$ cat src/instr_exec_pkg.sv
package instr_exec_pkg;

  localparam int DATA_W = 8;
  localparam int ROM_W = 14;
  localparam int PTR_W = 3;
  localparam int ROM_AW = PTR_W + DATA_W;
  localparam int REG_AW = 7;
  localparam int TABLE_HIGH_W = 6;
  localparam int ROM_LO_MSB = 7;
  localparam int ROM_HI_LSB = 8;
  localparam int ROM_HI_MSB = 13;
  localparam logic [DATA_W-1:0] ACC_RESET = 8'h00;
  localparam logic [DATA_W-1:0] TMODE_RESET = 8'h00;
  localparam logic [TABLE_HIGH_W-1:0] TABLE_HIGH_RESET = 6'h00;
  localparam logic [DATA_W-1:0] BYTE_ZERO = 8'h00;
  localparam logic FLAG_RESET = 1'b0;

  typedef enum logic [2:0] {
    OP_NONE = 3'b000,
    OP_TABLE_READ = 3'b001,
    OP_TMODE_READ = 3'b010,
    OP_TMODE_WRITE = 3'b011,
    OP_XOR_REG = 3'b100,
    OP_XOR_IMM = 3'b101
  } op_type;

  typedef struct packed {
    logic valid;
    op_type op;
    logic dest;
    logic [REG_AW-1:0] reg_addr;
    logic [DATA_W-1:0] imm;
  } instr_type;

  typedef struct packed {
    logic we;
    logic [REG_AW-1:0] addr;
    logic [DATA_W-1:0] data;
  } reg_write_type;

  typedef enum logic [0:0] {
    ST_IDLE = 1'b0,
    ST_TABLE = 1'b1
  } state_type;

endpackage

$ cat src/table_read_xor_instr_exec.sv
// Overview of operation
// - Table read: ROM address {pointer[2:0], acc}; low byte to acc in two cycles.
// - Table read also puts ROM bits 13..8 into table-high data bits 5..0.
// - Timer-mode read copies timer0 mode into acc in one cycle, flags kept.
// - Register XOR, dest 0: acc gets acc^reg, only zero flag, one cycle.
// - Register XOR, dest 1: result written back to register, acc kept.
// - Immediate XOR: acc gets acc^imm, zero flag updated, one cycle.
// - Timer0 mode only written by companion load-from-acc instruction, one cycle.
`timescale 1ns/1ps
module table_read_xor_instr_exec
  import instr_exec_pkg::*;
(
  input wire logic mclk, // Instruction clock
  input wire logic rst, // Sync reset, active high
  input wire instr_type instr, // Decoded instruction
  input wire logic [PTR_W-1:0] table_high_pointer, // Table page pointer
  input wire logic [ROM_W-1:0] rom_data, // ROM word for rom_addr, valid in the same cycle
  input wire logic [DATA_W-1:0] reg_rdata, // File register read data
  output logic busy, // Table read second cycle
  output logic [ROM_AW-1:0] rom_addr, // ROM table address
  output logic [REG_AW-1:0] reg_raddr, // File register read address
  output reg_write_type reg_wr, // File register write
  output logic [DATA_W-1:0] acc, // Accumulator
  output logic [DATA_W-1:0] timer0_mode_register, // Timer0 mode
  output logic [TABLE_HIGH_W-1:0] table_high_data, // Table high data
  output logic zero_flag // Zero flag
);

  // ----------------------------------------
  // Next-state logic
  // ----------------------------------------
  state_type state, next_state;
  logic [ROM_AW-1:0] next_rom_addr;
  logic [DATA_W-1:0] next_acc, next_tmode, xor_res;
  logic [TABLE_HIGH_W-1:0] next_table_high_data;
  logic next_zero, next_busy;
  reg_write_type next_wr;
  logic take;

  // Unregistered so register data returns within the same cycle
  assign reg_raddr = instr.reg_addr;
  assign take = instr.valid && state == ST_IDLE;

  always_comb begin
    next_state = state;
    next_rom_addr = rom_addr;
    next_acc = acc;
    next_tmode = timer0_mode_register;
    next_table_high_data = table_high_data;
    next_zero = zero_flag;
    next_wr = '0;
    xor_res = acc ^ ((instr.op == OP_XOR_IMM) ? instr.imm : reg_rdata);
    unique case (state)
      ST_IDLE: begin
        if (take) begin
          unique case (instr.op)
            OP_TABLE_READ: begin
              next_rom_addr = {table_high_pointer, acc};
              next_state = ST_TABLE;
            end
            OP_TMODE_READ: next_acc = timer0_mode_register;
            OP_TMODE_WRITE: next_tmode = acc;
            OP_XOR_REG: begin
              next_zero = (xor_res == BYTE_ZERO);
              if (instr.dest) begin
                next_wr = '{we: 1'b1, addr: instr.reg_addr, data: xor_res};
              end else begin
                next_acc = xor_res;
              end
            end
            OP_XOR_IMM: begin
              next_acc = xor_res;
              next_zero = (xor_res == BYTE_ZERO);
            end
            default: ;
          endcase
        end
      end
      ST_TABLE: begin
        next_acc = rom_data[ROM_LO_MSB:0];
        next_table_high_data = rom_data[ROM_HI_MSB:ROM_HI_LSB];
        next_state = ST_IDLE;
      end
    endcase
    next_busy = (next_state == ST_TABLE);
  end

  // ----------------------------------------
  // Registers
  // ----------------------------------------
  always_ff @(posedge mclk) begin
    if (rst) begin
      state <= ST_IDLE;
      rom_addr <= '0;
      acc <= ACC_RESET;
      timer0_mode_register <= TMODE_RESET;
      table_high_data <= TABLE_HIGH_RESET;
      zero_flag <= FLAG_RESET;
      reg_wr <= '0;
      busy <= FLAG_RESET;
    end else begin
      state <= next_state;
      rom_addr <= next_rom_addr;
      acc <= next_acc;
      timer0_mode_register <= next_tmode;
      table_high_data <= next_table_high_data;
      zero_flag <= next_zero;
      reg_wr <= next_wr;
      busy <= next_busy;
    end
  end

  // ----------------------------------------
  // Checks
  // ----------------------------------------
  chk_table_two_cycle: assert property (@(posedge mclk) disable iff (rst)
    take && instr.op == OP_TABLE_READ |=> busy ##1 (!busy && acc == $past(rom_data[ROM_LO_MSB:0])))
    else $error("table read did not load acc after two cycles");
  chk_table_addr: assert property (@(posedge mclk) disable iff (rst)
    take && instr.op == OP_TABLE_READ |=> rom_addr == {$past(table_high_pointer), $past(acc)})
    else $error("table address wrong");
  chk_table_high: assert property (@(posedge mclk) disable iff (rst)
    busy |=> table_high_data == $past(rom_data[ROM_HI_MSB:ROM_HI_LSB]))
    else $error("table high data wrong");
  chk_tmode_read: assert property (@(posedge mclk) disable iff (rst)
    take && instr.op == OP_TMODE_READ |=> acc == $past(timer0_mode_register) && $stable(zero_flag))
    else $error("timer mode read wrong");
  chk_xor_reg_acc: assert property (@(posedge mclk) disable iff (rst)
    take && instr.op == OP_XOR_REG && !instr.dest |=> acc == ($past(acc) ^ $past(reg_rdata)) && !reg_wr.we)
    else $error("register xor to acc wrong");
  chk_xor_reg_back: assert property (@(posedge mclk) disable iff (rst)
    take && instr.op == OP_XOR_REG && instr.dest |=> reg_wr.we && $stable(acc)
      && reg_wr.data == ($past(acc) ^ $past(reg_rdata)))
    else $error("register xor write back wrong");
  chk_xor_imm: assert property (@(posedge mclk) disable iff (rst)
    take && instr.op == OP_XOR_IMM |=> acc == ($past(acc) ^ $past(instr.imm)))
    else $error("immediate xor wrong");
  chk_tmode_write: assert property (@(posedge mclk) disable iff (rst)
    !(take && instr.op == OP_TMODE_WRITE) |=> $stable(timer0_mode_register))
    else $error("timer mode changed without load");
  chk_zero_flag: assert property (@(posedge mclk) disable iff (rst)
    take && (instr.op == OP_XOR_IMM || instr.op == OP_XOR_REG)
      |=> zero_flag
        == (($past(acc) ^ $past(instr.op == OP_XOR_IMM ? instr.imm : reg_rdata)) == BYTE_ZERO))
    else $error("zero flag wrong");

  // ----------------------------------------
  // Table read sequencing checks
  // ----------------------------------------
  chk_busy_blocks_take: assert property (@(posedge mclk) disable iff (rst)
    busy |-> !take)
    else $error("instruction taken while busy");
  chk_busy_one_cycle: assert property (@(posedge mclk) disable iff (rst)
    busy |=> !busy)
    else $error("busy held longer than one cycle");
  chk_table_hold_acc: assert property (@(posedge mclk) disable iff (rst)
    take && instr.op == OP_TABLE_READ |=> $stable(acc) && $stable(zero_flag) && !reg_wr.we)
    else $error("table read changed state in its first cycle");
  chk_busy_ignores: assert property (@(posedge mclk) disable iff (rst)
    busy |=> $stable(timer0_mode_register) && $stable(zero_flag) && !reg_wr.we)
    else $error("instruction acted on while busy");
  chk_rom_addr_hold: assert property (@(posedge mclk) disable iff (rst)
    !(take && instr.op == OP_TABLE_READ) |=> $stable(rom_addr))
    else $error("table address moved without a table read");
  chk_table_page: assert property (@(posedge mclk) disable iff (rst)
    busy |-> rom_addr[ROM_AW-1:DATA_W] == $past(table_high_pointer))
    else $error("table page not taken from pointer");
  chk_high_only_table: assert property (@(posedge mclk) disable iff (rst)
    !busy |=> $stable(table_high_data))
    else $error("table high data changed outside a table read");

  // ----------------------------------------
  // Timer mode checks
  // ----------------------------------------
  chk_tmode_read_keep: assert property (@(posedge mclk) disable iff (rst)
    take && instr.op == OP_TMODE_READ
      |=> !reg_wr.we && $stable(timer0_mode_register) && $stable(table_high_data) && !busy)
    else $error("timer mode read disturbed other state");
  chk_tmode_load: assert property (@(posedge mclk) disable iff (rst)
    take && instr.op == OP_TMODE_WRITE
      |=> timer0_mode_register == $past(acc) && $stable(acc) && $stable(zero_flag))
    else $error("timer mode load wrong");

  // ----------------------------------------
  // Exclusive-OR checks
  // ----------------------------------------
  chk_reg_read_addr: assert property (@(posedge mclk) disable iff (rst)
    reg_raddr == instr.reg_addr)
    else $error("register read address wrong");
  chk_xor_reg_keep: assert property (@(posedge mclk) disable iff (rst)
    take && instr.op == OP_XOR_REG
      |=> $stable(timer0_mode_register) && $stable(table_high_data))
    else $error("register xor disturbed other state");
  chk_acc_idle_hold: assert property (@(posedge mclk) disable iff (rst)
    !take && !busy |=> $stable(acc))
    else $error("acc changed with no instruction");
  chk_xor_wr_addr: assert property (@(posedge mclk) disable iff (rst)
    take && instr.op == OP_XOR_REG && instr.dest |=> reg_wr.addr == $past(instr.reg_addr))
    else $error("register xor write address wrong");
  chk_wr_source: assert property (@(posedge mclk) disable iff (rst)
    reg_wr.we |-> $past(take && instr.op == OP_XOR_REG && instr.dest))
    else $error("register write without register xor");
  chk_xor_imm_keep: assert property (@(posedge mclk) disable iff (rst)
    take && instr.op == OP_XOR_IMM |=> !reg_wr.we && $stable(timer0_mode_register) && !busy)
    else $error("immediate xor disturbed other state");

  // ----------------------------------------
  // Flag checks
  // ----------------------------------------
  chk_zero_after_imm: assert property (@(posedge mclk) disable iff (rst)
    take && instr.op == OP_XOR_IMM |=> zero_flag == (acc == BYTE_ZERO))
    else $error("zero flag disagrees with immediate result");
  chk_zero_after_acc: assert property (@(posedge mclk) disable iff (rst)
    take && instr.op == OP_XOR_REG && !instr.dest |=> zero_flag == (acc == BYTE_ZERO))
    else $error("zero flag disagrees with acc result");
  chk_zero_after_wr: assert property (@(posedge mclk) disable iff (rst)
    take && instr.op == OP_XOR_REG && instr.dest |=> zero_flag == (reg_wr.data == BYTE_ZERO))
    else $error("zero flag disagrees with written result");
  chk_zero_kept: assert property (@(posedge mclk) disable iff (rst)
    !(take && (instr.op == OP_XOR_IMM || instr.op == OP_XOR_REG)) |=> $stable(zero_flag))
    else $error("zero flag changed outside exclusive-or");

endmodule

$ cat config.mk
export PLATFORM = sky130hd
export DESIGN_NAME = table_read_xor_instr_exec
export DESIGN_NICKNAME = d
export VERILOG_FILES = /design/src/instr_exec_pkg.sv /design/src/table_read_xor_instr_exec.sv
export SDC_FILE = /design/constraint.sdc
export NUM_CORES = 1
export LEC_CHECK = 0
export ABC_CLOCK_PERIOD_IN_PS = 2200
export BUFFER_PORTS_ARGS = -buffer_cell sky130_fd_sc_hd__clkbuf_2
export CAP_MARGIN = 25
export CORE_UTILIZATION = 46
export CTS_CLUSTER_SIZE = 30
export DETAILED_ROUTE_END_ITERATION = 7
export PLACE_DENSITY = 0.79
export SETUP_SLACK_MARGIN = 0.5
export SLEW_MARGIN = 20
export SYNTH_ARGS = -nofsm -noshare
export SYNTH_HDL_FRONTEND = slang
export SYNTH_SLANG_ARGS = --single-unit
export TNS_END_PERCENT = 20
$ cat constraint.sdc
create_clock -name mclk -period 2.2 [get_ports mclk]
set_input_delay 0.33 -clock mclk [delete_from_list [all_inputs] [get_ports mclk]]
set_output_delay 0.33 -clock mclk [all_outputs]
set_load 0.005 [all_outputs]
==> results.md, run 1 <==
- Dpl cells: 377
- Worst Path Max Fanout: 10
- Netlist cell types: 29
- DPL Wire Length: 3918 microns
- Final period utilization: 0.7231
- Share of cells above drive strength 1: 0.3593
- Highest Clock Rate: 628.6 MHz
- WHS Path Cells: 2
- Remaining global-route overflow: 0
- Type of the worst min-delay path: input pin to flip-flop
- CP Launch Type: input pin
- Max Cap Viol: 0
- Drt wl/cell: 13.41 microns
- CTS tree: built
- Area delta synth->final: 26.87%
- First-pass GRT wire length: 8355 microns
- Die width: 71.35 microns
- Fin. Hold Viols: 0
- Leak: 0.001422 uW
- Critical path type: input pin to flip-flop
- Number of global-route vias before repair: 1826
- Area leader, netlist: dfxtp_1
- CTS sink count: 51
- Layout net count: 380
- Final Instance Count excl. Fillers: 386
- Sequential fraction of the synthesis area: 0.4615
- EDFF count, synth: 0
- Clock tree buffer depth: 2
- FF-to-FF path depth: 4
- RSZ-0062 raised after global routing: false
- DRT antenna net count: 0
- Yosys warns: 0
- Die area: 5090 sq um
- Overall Global Routing Usage: 0.2111
- Normalized max-slew margin: 0.7340
- Gpl congestion: 0.8245
- Failing checks: design-rule violations
- R2r setup slk: 0.63 ns
- Syn_nets: 283
- Hold Path Sink: reg_wr[8]$_SDFF_PP0_
- Hold Path Origin: instr[8]
- Num rows: 24
- Final setup TNS: 0 ns
- WP data arrival: 1.80 ns
- Mapped Cells: 236
- CTS root buf: clkbuf_8
- Worst Tran Pin Value: 0.3981 ns
- # setup viols final: 0
- Drt total wl: 5177 microns
- Outcome: finished, violations left
- Die height: 71.35 microns
- Synth area leaders: dfxtp_1 46%, mux2i_1 15%, nor2_1 5.4%
- Most common cell in the synthesized netlist: dfxtp_1
- Post-synth top flop: dfxtp_1
- Clock Latency Late Sink: 0.30 ns
- Synth async-reset ratio: 0
- Min Tclk post-route: 1.591 ns
- Via count: 1919
- Final core occ: 0.6272
- Clock transition at path regs: 0.09 ns
- P per Cell Area: 590.4 nW/um^2
- Synth cell count leaders: 51 x dfxtp_1, 34 x mux2i_1, 32 x nor2_1, 20 x a21oi_1, 11 x xor2_1
- Peak supply drop: 378.0 uV
- Drt first pass iters: 6
- DR DRC count: 9
- Clock Skew: 0.004858 ns
- RR Endpoint: reg_wr[13]$_SDFF_PP0_
- Reg-to-Reg Start: state$_SDFF_PP0_
- Largest net degree at the start of global routing: 37
- Critical path endpoint category: flip-flop
- Total power: 1657 uW
- Num CTS Buffers: 5
- Pins Over Slew Limit: 0
- Critical path data required time: 2.41 ns
- Mapped Avg Cell Area: 9.373 sq um
- Synth top area share: 0.4615
- Antenna Cells: 0
- DRT iter0 DRCs: 80
- Synthesized area: 2212 sq um
- Flops & latches, synth: 51
- Port bufs: 104
- Core box area: 4474 sq um
- # IOs: 105
- H-tree lvl count: 2
- Avg Vias per Cell: 4.972
- Starting Density: 0.4944
- Initial antenna violation count: 0
-- critical path, cell delays in order --
cell and delay, ns:
clkbuf_2 0.20, nand3b_4 0.26, mux2i_1 0.25, xor2_1 0.27, nand4_1 0.14, o41ai_2 0.33
-- worst max path at each step --
stage	startpoint	endpoint	slack (ns)	cells past startpoint
after floorplan	instr[16]	zero_flag$_SDFFE_PP0P_	0.55	7
after global placement	instr[17]	zero_flag$_SDFFE_PP0P_	0.42	6
after detailed placement	instr[17]	zero_flag$_SDFFE_PP0P_	0.33	6
after CTS	state$_SDFF_PP0_	rom_addr[5]$_SDFFE_PP0P_	0.51	6
after global routing	state$_SDFF_PP0_	reg_wr[12]$_SDFF_PP0_	0.51	4
final	instr[17]	zero_flag$_SDFFE_PP0P_	0.61	6
-- cell usage in the layout (no fill, tap or decap), drive strengths merged, types with 2 or more instances in the layout --
master,instances
a21o,4
a21oi,20
and2,9
buf,6
clkbuf,111
dfxtp,51
inv,5
mux2i,34
nand2,10
nand2b,8
nand3,9
nor2,32
nor2b,2
nor3b,2
o21ai,9
xnor2,2
xor2,11
-- registers in the layout, indices dropped and copies added, names as in the netlist --
| register | cells |
|---|---|
| state | 1 |
| zero_flag | 1 |
| timer0_mode_register | 8 |
| table_high_data | 6 |
| reg_wr | 16 |
| rom_addr | 11 |
| acc | 8 |
-- power by group --
part           switching (uW)  internal [uW]
sequential               16.3            935
clock                     281            224
combinational             105           95.4
-- per-stage QoR --
step / setup slack, ns / hold WS [ns] / area [sq um]
floorplan: 0.5478 / 0.4517 / 2212
detailed placement: 0.3300 / 0.4626 / 2711
CTS: 0.5055 / 0.2433 / 2793
global route: 0.5064 / 0.2447 / 2806
global placement: 0.4155 / 0.4609 / 2711
finish: 0.6093 / 0.2475 / 2806
-- repair_timing --
action,4_1_cts,5_1_grt
endpoints found under the setup margin,0,15
hold buffers,0,0
setup buffers,0,1
gates resized for setup,0,1
-- routing by layer --
layer  GRT usage  vias up  wire length [microns]  part of all wire
met5           0        -                      0                 0
met3     0.06751        5                    459             0.089
met2      0.3619       80                   2437              0.47
met1      0.2542      856                   2234              0.43
li1            -      978                      -                 -
met4     0.06000        0                     46            0.0089
-- cell families (layout without fill, tap and decap cells) --
family,count (synthesis),after routing,synth area share
and+or+nand+nor,77,77,0.1753
DFF,51,51,0.4615
AOI/OAI and AO/OA,36,36,0.09333
muxes,34,34,0.1538
buffers and inverters,25,123,0.06447
xor gates and xnor gates,13,13,0.05147
-- final cells by class --
class / instances / area, sq um
Clock buffer: 7 / 76.32
Clock inverter: 1 / 5.005
Multi-Input combinational cell: 160 / 1055
Fill cell: 404 / 1668
Tap cell: 52 / 65.06
Timing Repair Buffer: 110 / 565.5
Inverter: 5 / 18.77
Sequential cell: 51 / 1021
Power figures use the tool's default switching activity.
==> run 2: changes to the inputs <==
ABC_AREA = 1   (was not set)
ABC_CLOCK_PERIOD_IN_PS = 1300   (was 2200)
CORE_UTILIZATION = 41   (was 46)
PLACE_DENSITY = 0.75   (was 0.79)
clock period = 1.3 ns   (was 2.2 ns; I/O delays follow)
==> run 2 against run 1 <==
Compared with the run above: the flow finishes with violations (negative setup slack); hold slack got worse by 0.16 ns; register-to-register slack got worse by 0.64 ns; sequential share of layout area fell by 6.1 points; combinational power rose to 3.1 times the previous value; largest power group unchanged; highest routed layer unchanged.
==> results.md, run 2 <==
- Syn_nets: 346
- Synth top area share: 0.4666
- Critical path type: flip-flop to flip-flop
- CP Launch Type: flip-flop
- Die height: 75.06 microns
- Synth area leaders: dfxtp_1 47%, nand2_1 7.9%, a21oi_1 7.8%
- Worst Path Max Fanout: 9
- H-tree lvl count: 2
- Combinational share of power: 0.196
- Drt wl/cell: 13.61 microns
- Num rows: 26
- EDFF count, synth: 0
- Crit-path leading delay family: buffers and inverters
- Netlist cell types: 21
- Slowest cell on crit path: dfxtp_4
- Final period utilization: 1.008
- Type of the worst min-delay path: input pin to flip-flop
- Via count: 2490
- P per Cell Area: 941.1 nW/um^2
- First-pass GRT wire length: 9252 microns
- Most common cell after layout, fill and taps aside: clkbuf_2
- Sw frac: 0.2858
- Crit path top cell by count: buf_4
- Highest Clock Rate: 762.8 MHz
- Mapped Avg Cell Area: 7.319 sq um
- Layout net count: 474
- Met2 usage: 0.3784
- Most frequent cells in the layout: 102 x clkbuf_2, 45 x dfxtp_1, 36 x nand2_1, 36 x nor2_1, 27 x buf_4
- Max FFs per register: 16
- Synth cell count leaders: 51 x dfxtp_1, 46 x nand2_1, 37 x nor2_1, 34 x a21oi_1, 32 x o21ai_0
- Core box area: 5107 sq um
- Reg area: 1031 sq um
- Outcome: finished, violations left
- NetSw: 915.5 uW
- # setup viols final: 1
- RSZ-0062 raised after global routing: true
- Final worst setup slack: -0.01090 ns
- Starting Density: 0.4285
- Area delta synth->final: 55.52%
- Clock transition at path regs: 0.10 ns
- Mapped Cells: 299
- Clock Latency Late Sink: 0.31 ns
- Die area: 5633 sq um
- Overall Global Routing Usage: 0.2150
- Die width: 75.06 microns
- Number of global-route vias before repair: 2120
- Antenna Cells: 0
- Largest net degree at the start of global routing: 21
- Largest registers: reg_wr (16), rom_addr (11)
- CTS root buf: clkbuf_8
- Remaining global-route overflow: 0
- Initial antenna violation count: 0
- Drt first pass iters: 4
- Gpl congestion: 0.8781
- Met1 usage: 0.2562
- # IOs: 105
- Leak: 0.001695 uW
- CTS sink count: 51
- Peak supply drop: 757.8 uV
- Port bufs: 104
- Drt total wl: 6777 microns
- Reg power frac: 0.516
- Busiest grt layer: met2
- Final core occ: 0.6663
- Normalized max-slew margin: 0.8200
- Yosys warns: 0
- Max Cap Viol: 0
- Max incr delay on CP: 0.37 ns
- Num CTS Buffers: 5
- Post-synth top flop: dfxtp_1
- Crit-path cells: buf_4 > buf_12 > buf_4 > nor2_1 > nand2_1 > a21oi_2
- Largest Register: reg_wr
- Most common cell in the synthesized netlist: dfxtp_1
- Area leader, netlist: dfxtp_1
- Avg Vias per Cell: 5.000
- CTS tree: built
- Sequential fraction of the synthesis area: 0.4666
- Min Tclk post-route: 1.311 ns
- Internal Power: 2287 uW
- Synthesized area: 2188 sq um
- Clock tree buffer depth: 2
- Critical path data required time: 1.54 ns
- Worst Tran Pin Value: 0.2671 ns
- Share of cells above drive strength 1: 0.4766
- Final setup TNS: -0.01090 ns
- Failing checks: negative setup slack
- DRT antenna net count: 0
- Buf/Inv on CP: 3
- Met3 GRT Util: 0.05890
- Synth async-reset ratio: 0
- Clock Skew: 0.006344 ns
- Layout filler cell count: 405
- Flops & latches, synth: 51
- WP data arrival: 1.55 ns
- DR DRC count: 0
- DRT iter0 DRCs: 164
- Fin. Hold Viols: 0
- Clk pwr share: 0.289
- Multi-input gate area: 1110 sq um
- Critical path endpoint category: flip-flop
- Pins Over Slew Limit: 0
- DPL Wire Length: 4463 microns
- R2r setup slk: -0.01 ns
run 2: cell count changes in the layout (fill, tap and decap cells not counted), moves of 10 or more:
cell	previous run	this run
inv_1	4	23
xor2_1	11	0
mux2i_1	34	0
o21ai_1	0	10
buf_4	6	27
o21ai_0	9	22
nand2_1	10	36
run 2: metal layers:
layer,wire length [microns],share of wire
met5,0,0
met4,142,0.021
met3,672,0.099
met2,3352,0.49
met1,2609,0.38
run 2: cell type report:
class	count	share of cell area
clock buffers	6	0.02132
clock inverters	2	0.004779
inverters	37	0.04743
multi-input cells	191	0.3261
flip-flops and latches	51	0.3029
well taps	70	0.02574
repair buffers	141	0.2717
run 2: worst reg2reg max path, stage by stage (launching register included):
cell	delay (ns)
dfxtp_4	0.37
buf_4	0.14
buf_12	0.12
buf_4	0.19
nor2_1	0.16
nand2_1	0.11
a21oi_2	0.15
run 2: per-stage QoR:
stage	setup slack (ns)	total power, uW	instances	hold slack, ns	cell area, sq um
3_3_place_gp	-0.08593	2172	476	0.4104	2940
4_1_cts	0.1033	3115	486	0.08931	3083
2_1_floorplan	0.08579	1936	299	0.2641	2250
5_1_grt	-0.02349	3346	498	0.1064	3403
3_5_place_dp	-0.1189	2181	476	0.4123	2940
6_report	-0.01090	3203	498	0.09109	3403
run 2: final timing paths:
check        cells after the start                start                                    to
min                              3             instr[8]                  reg_wr[8]$_SDFF_PP0_
min reg2reg                      2  acc[2]$_SDFFE_PP0P_  timer0_mode_register[2]$_SDFFE_PP0P_
max                              6     state$_SDFF_PP0_                   acc[6]$_SDFFE_PP0P_
max reg2reg                      6     state$_SDFF_PP0_                   acc[6]$_SDFFE_PP0P_
run 2: what timing repair did:
action | 4_1_cts | 5_1_grt
endpoints found under the hold margin | 0 | 0
gates cloned | 0 | 3
buffers inserted | 2 | 9
pin swaps | 3 | 15
hold buffers | 0 | 0
setup endpoints to repair | 101 | 101
gates resized for setup | 22 | 50
run 2: cell families (layout without fill, tap and decap cells):
group,count (synthesis),after routing,share of synthesized area
AO/OA/AOI/OAI,78,78,0.1898
buffers and inverters,58,186,0.1184
flip-flops,51,51,0.4666
AND/OR/NAND/NOR,112,113,0.2253
run 2: power by group through the flow:
stage / Sequential [uW] / Clock [uW] / Combinational [uW]
floorplan: 1680 / 0 / 258
global placement: 1680 / 0 / 492
detailed placement: 1680 / 0 / 501
CTS: 1650 / 940 / 527
global route: 1660 / 1000 / 688
finish: 1650 / 925 / 627
==> run 3: changes to the inputs <==
CORE_UTILIZATION = 43   (was 41)
CTS_BUF_LIST = sky130_fd_sc_hd__clkbuf_2 sky130_fd_sc_hd__clkbuf_4 sky130_fd_sc_hd__clkbuf_8   (was not set)
PLACE_DENSITY = 0.78   (was 0.75)
==> run 3 against run 2 <==
Compared with the run above: the run now ends clean; clock power increased by 17%; count of clock-buffer cells in the layout decreased by 1; routed wire length decreased by 11%; critical path depth decreased by 4; sequential cell count unchanged; cell count decreased by 2.6%; hold slack got worse by 0.0040 ns.
==> results.md, run 3 (synthesis gave the netlist of run 2 again) <==
- Share of cells above drive strength 1: 0.4234
- Critical path endpoint category: primary output
- Largest registers: reg_wr (16), rom_addr (11)
- Drt first pass iters: 4
- WP data arrival: 1.02 ns
- Fin. Hold Viols: 0
- Largest Register: reg_wr
- Die height: 73.34 microns
- Num rows: 25
- DRT antenna net count: 0
- CTS root buf: clkbuf_8
- FF-to-FF path depth: 7
- Sw frac: 0.2612
- Drt wl/cell: 12.41 microns
- Clock Skew: 0.01281 ns
- Port bufs: 104
- Initial antenna violation count: 0
- Max Cap Viol: 0
- Clock transition at path regs: 0.09 ns
- Highest Clock Rate: 820.2 MHz
- H-tree lvl count: 2
- Pins Over Slew Limit: 0
- Drt total wl: 6018 microns
- Clk pwr share: 0.330
- Reg-to-Reg Start: state$_SDFF_PP0_
- Largest net degree at the start of global routing: 25
- CP Launch Type: flip-flop
- RSZ-0062 raised after global routing: true
- First-pass GRT wire length: 9515 microns
- Fin Hold WS: 0.08713 ns
- DRT iter0 DRCs: 107
- Die width: 73.34 microns
- Antenna Cells: 0
- R2r setup slk: 0.10 ns
- Core box area: 4817 sq um
- Critical path type: flip-flop to primary output
- Internal Power: 2427 uW
- Avg Vias per Cell: 4.885
- DR DRC count: 0
- Remaining global-route overflow: 0
- Critical path data required time: 1.11 ns
- Max FFs per register: 16
- Layout net count: 465
- Worst Path Max Fanout: 17
- CTS tree: built
- # IOs: 105
- Layout filler cell count: 438
- Worst Tran Pin Value: 0.2693 ns
- Start point of the critical path: state$_SDFF_PP0_
- # setup viols final: 0
- Total power: 3285 uW
- Final period utilization: 0.9379
- Area delta synth->final: 45.63%
- Final worst setup slack: 0.08071 ns
- Leak: 0.001618 uW
- Die area: 5379 sq um
- Overall Global Routing Usage: 0.2287
- Normalized max-slew margin: 0.8191
- End point of the critical path: busy
- Via count: 2369
- RR Endpoint: acc[7]$_SDFFE_PP0P_
- CTS sink count: 51
- Clock tree buffer depth: 2
- Outcome: finished, final reports clean
- Num CTS Buffers: 5
- Min Tclk post-route: 1.219 ns
- Worst slack, placed: -0.1279 ns
- Starting Density: 0.4543
- Number of global-route vias before repair: 2246
- NetSw: 857.9 uW
- DPL Wire Length: 4487 microns
- Final core occ: 0.6616
- P per Cell Area: 1031 nW/um^2
- Combinational share of power: 0.168
- Clock Latency Late Sink: 0.31 ns
- Most common cell after layout, fill and taps aside: clkbuf_2
- Type of the worst min-delay path: input pin to flip-flop
- Gpl congestion: 0.8546
- Reg power frac: 0.502
- Peak supply drop: 479.0 uV
- CTS Hold Bufs: 0
- Most frequent cells in the layout: 103 x clkbuf_2, 47 x dfxtp_1, 43 x nand2_1, 37 x nor2_1
## run 3: changes by cell type in the layout (fill, tap and decap cells not counted), sizes merged
cell,change
bufinv,+1
clkbuf,-2
buf,-8
inv,-1
## run 3: layout make-up
class / count / area [sq um] / share of cell area
Clock inverter: 2 / 37.54 / 0.01178
Inverter: 37 / 156.4 / 0.04908
Multi-Input combinational cell: 191 / 1026 / 0.3219
Sequential cell: 51 / 1028 / 0.3227
Clock buffer: 5 / 68.82 / 0.02159
Tap cell: 67 / 83.83 / 0.02631
Timing Repair Buffer: 132 / 785.8 / 0.2466
## run 3: routing by layer
layer  part of all wire  vias up  GRT usage  wire length [microns]
met5                  0        -          0                      0
met4              0.017        0     0.1154                    104
met3              0.087       12    0.05898                    524
met2               0.47      116     0.3889                   2810
met1               0.43     1031     0.2660                   2579
li1                   -     1210          -                      -
## run 3: worst min path at each step
stage,slack [ns],depth (start not counted),to,startpoint
2_1_floorplan,0.26,1,zero_flag$_SDFFE_PP0P_,rst
3_3_place_gp,0.41,3,reg_wr[11]$_SDFF_PP0_,instr[11]
3_5_place_dp,0.41,3,reg_wr[11]$_SDFF_PP0_,instr[11]
4_1_cts,0.09,3,reg_wr[13]$_SDFF_PP0_,instr[13]
5_1_grt,0.09,3,reg_wr[13]$_SDFF_PP0_,instr[13]
6_report,0.09,3,reg_wr[13]$_SDFF_PP0_,instr[13]
## run 3: critical path: stages (launching register included)
cell and delay [ns]:
dfxtp_4 0.40, buf_8 0.18, clkbuf_2 0.13
## run 3: timing repair
action                                 in CTS  in global routing
setup endpoints to repair                 102                102
pin swaps                                   3                  0
gates cloned                                1                  0
setup buffers                               3                  0
resized for setup                          15                 20
endpoints found under the hold margin       0                  0
## run 3: power by group through the flow
stage,combinational [uW],clock (uW),sequential (uW)
6_report,552,1080,1650
5_1_grt,611,1160,1650
4_1_cts,532,1090,1640
3_5_place_dp,504,0,1680
3_3_place_gp,494,0,1680
2_1_floorplan,258,0,1680
## run 3: stage by stage
step / cell area (sq um) / setup TNS (ns) / cells
after global placement: 2932 / -0.7292 / 474
after detailed placement: 2932 / -1.078 / 474
after floorplan: 2250 / 0 / 299
after CTS: 3146 / 0 / 485
after global routing: 3187 / 0 / 485
final: 3187 / 0 / 485
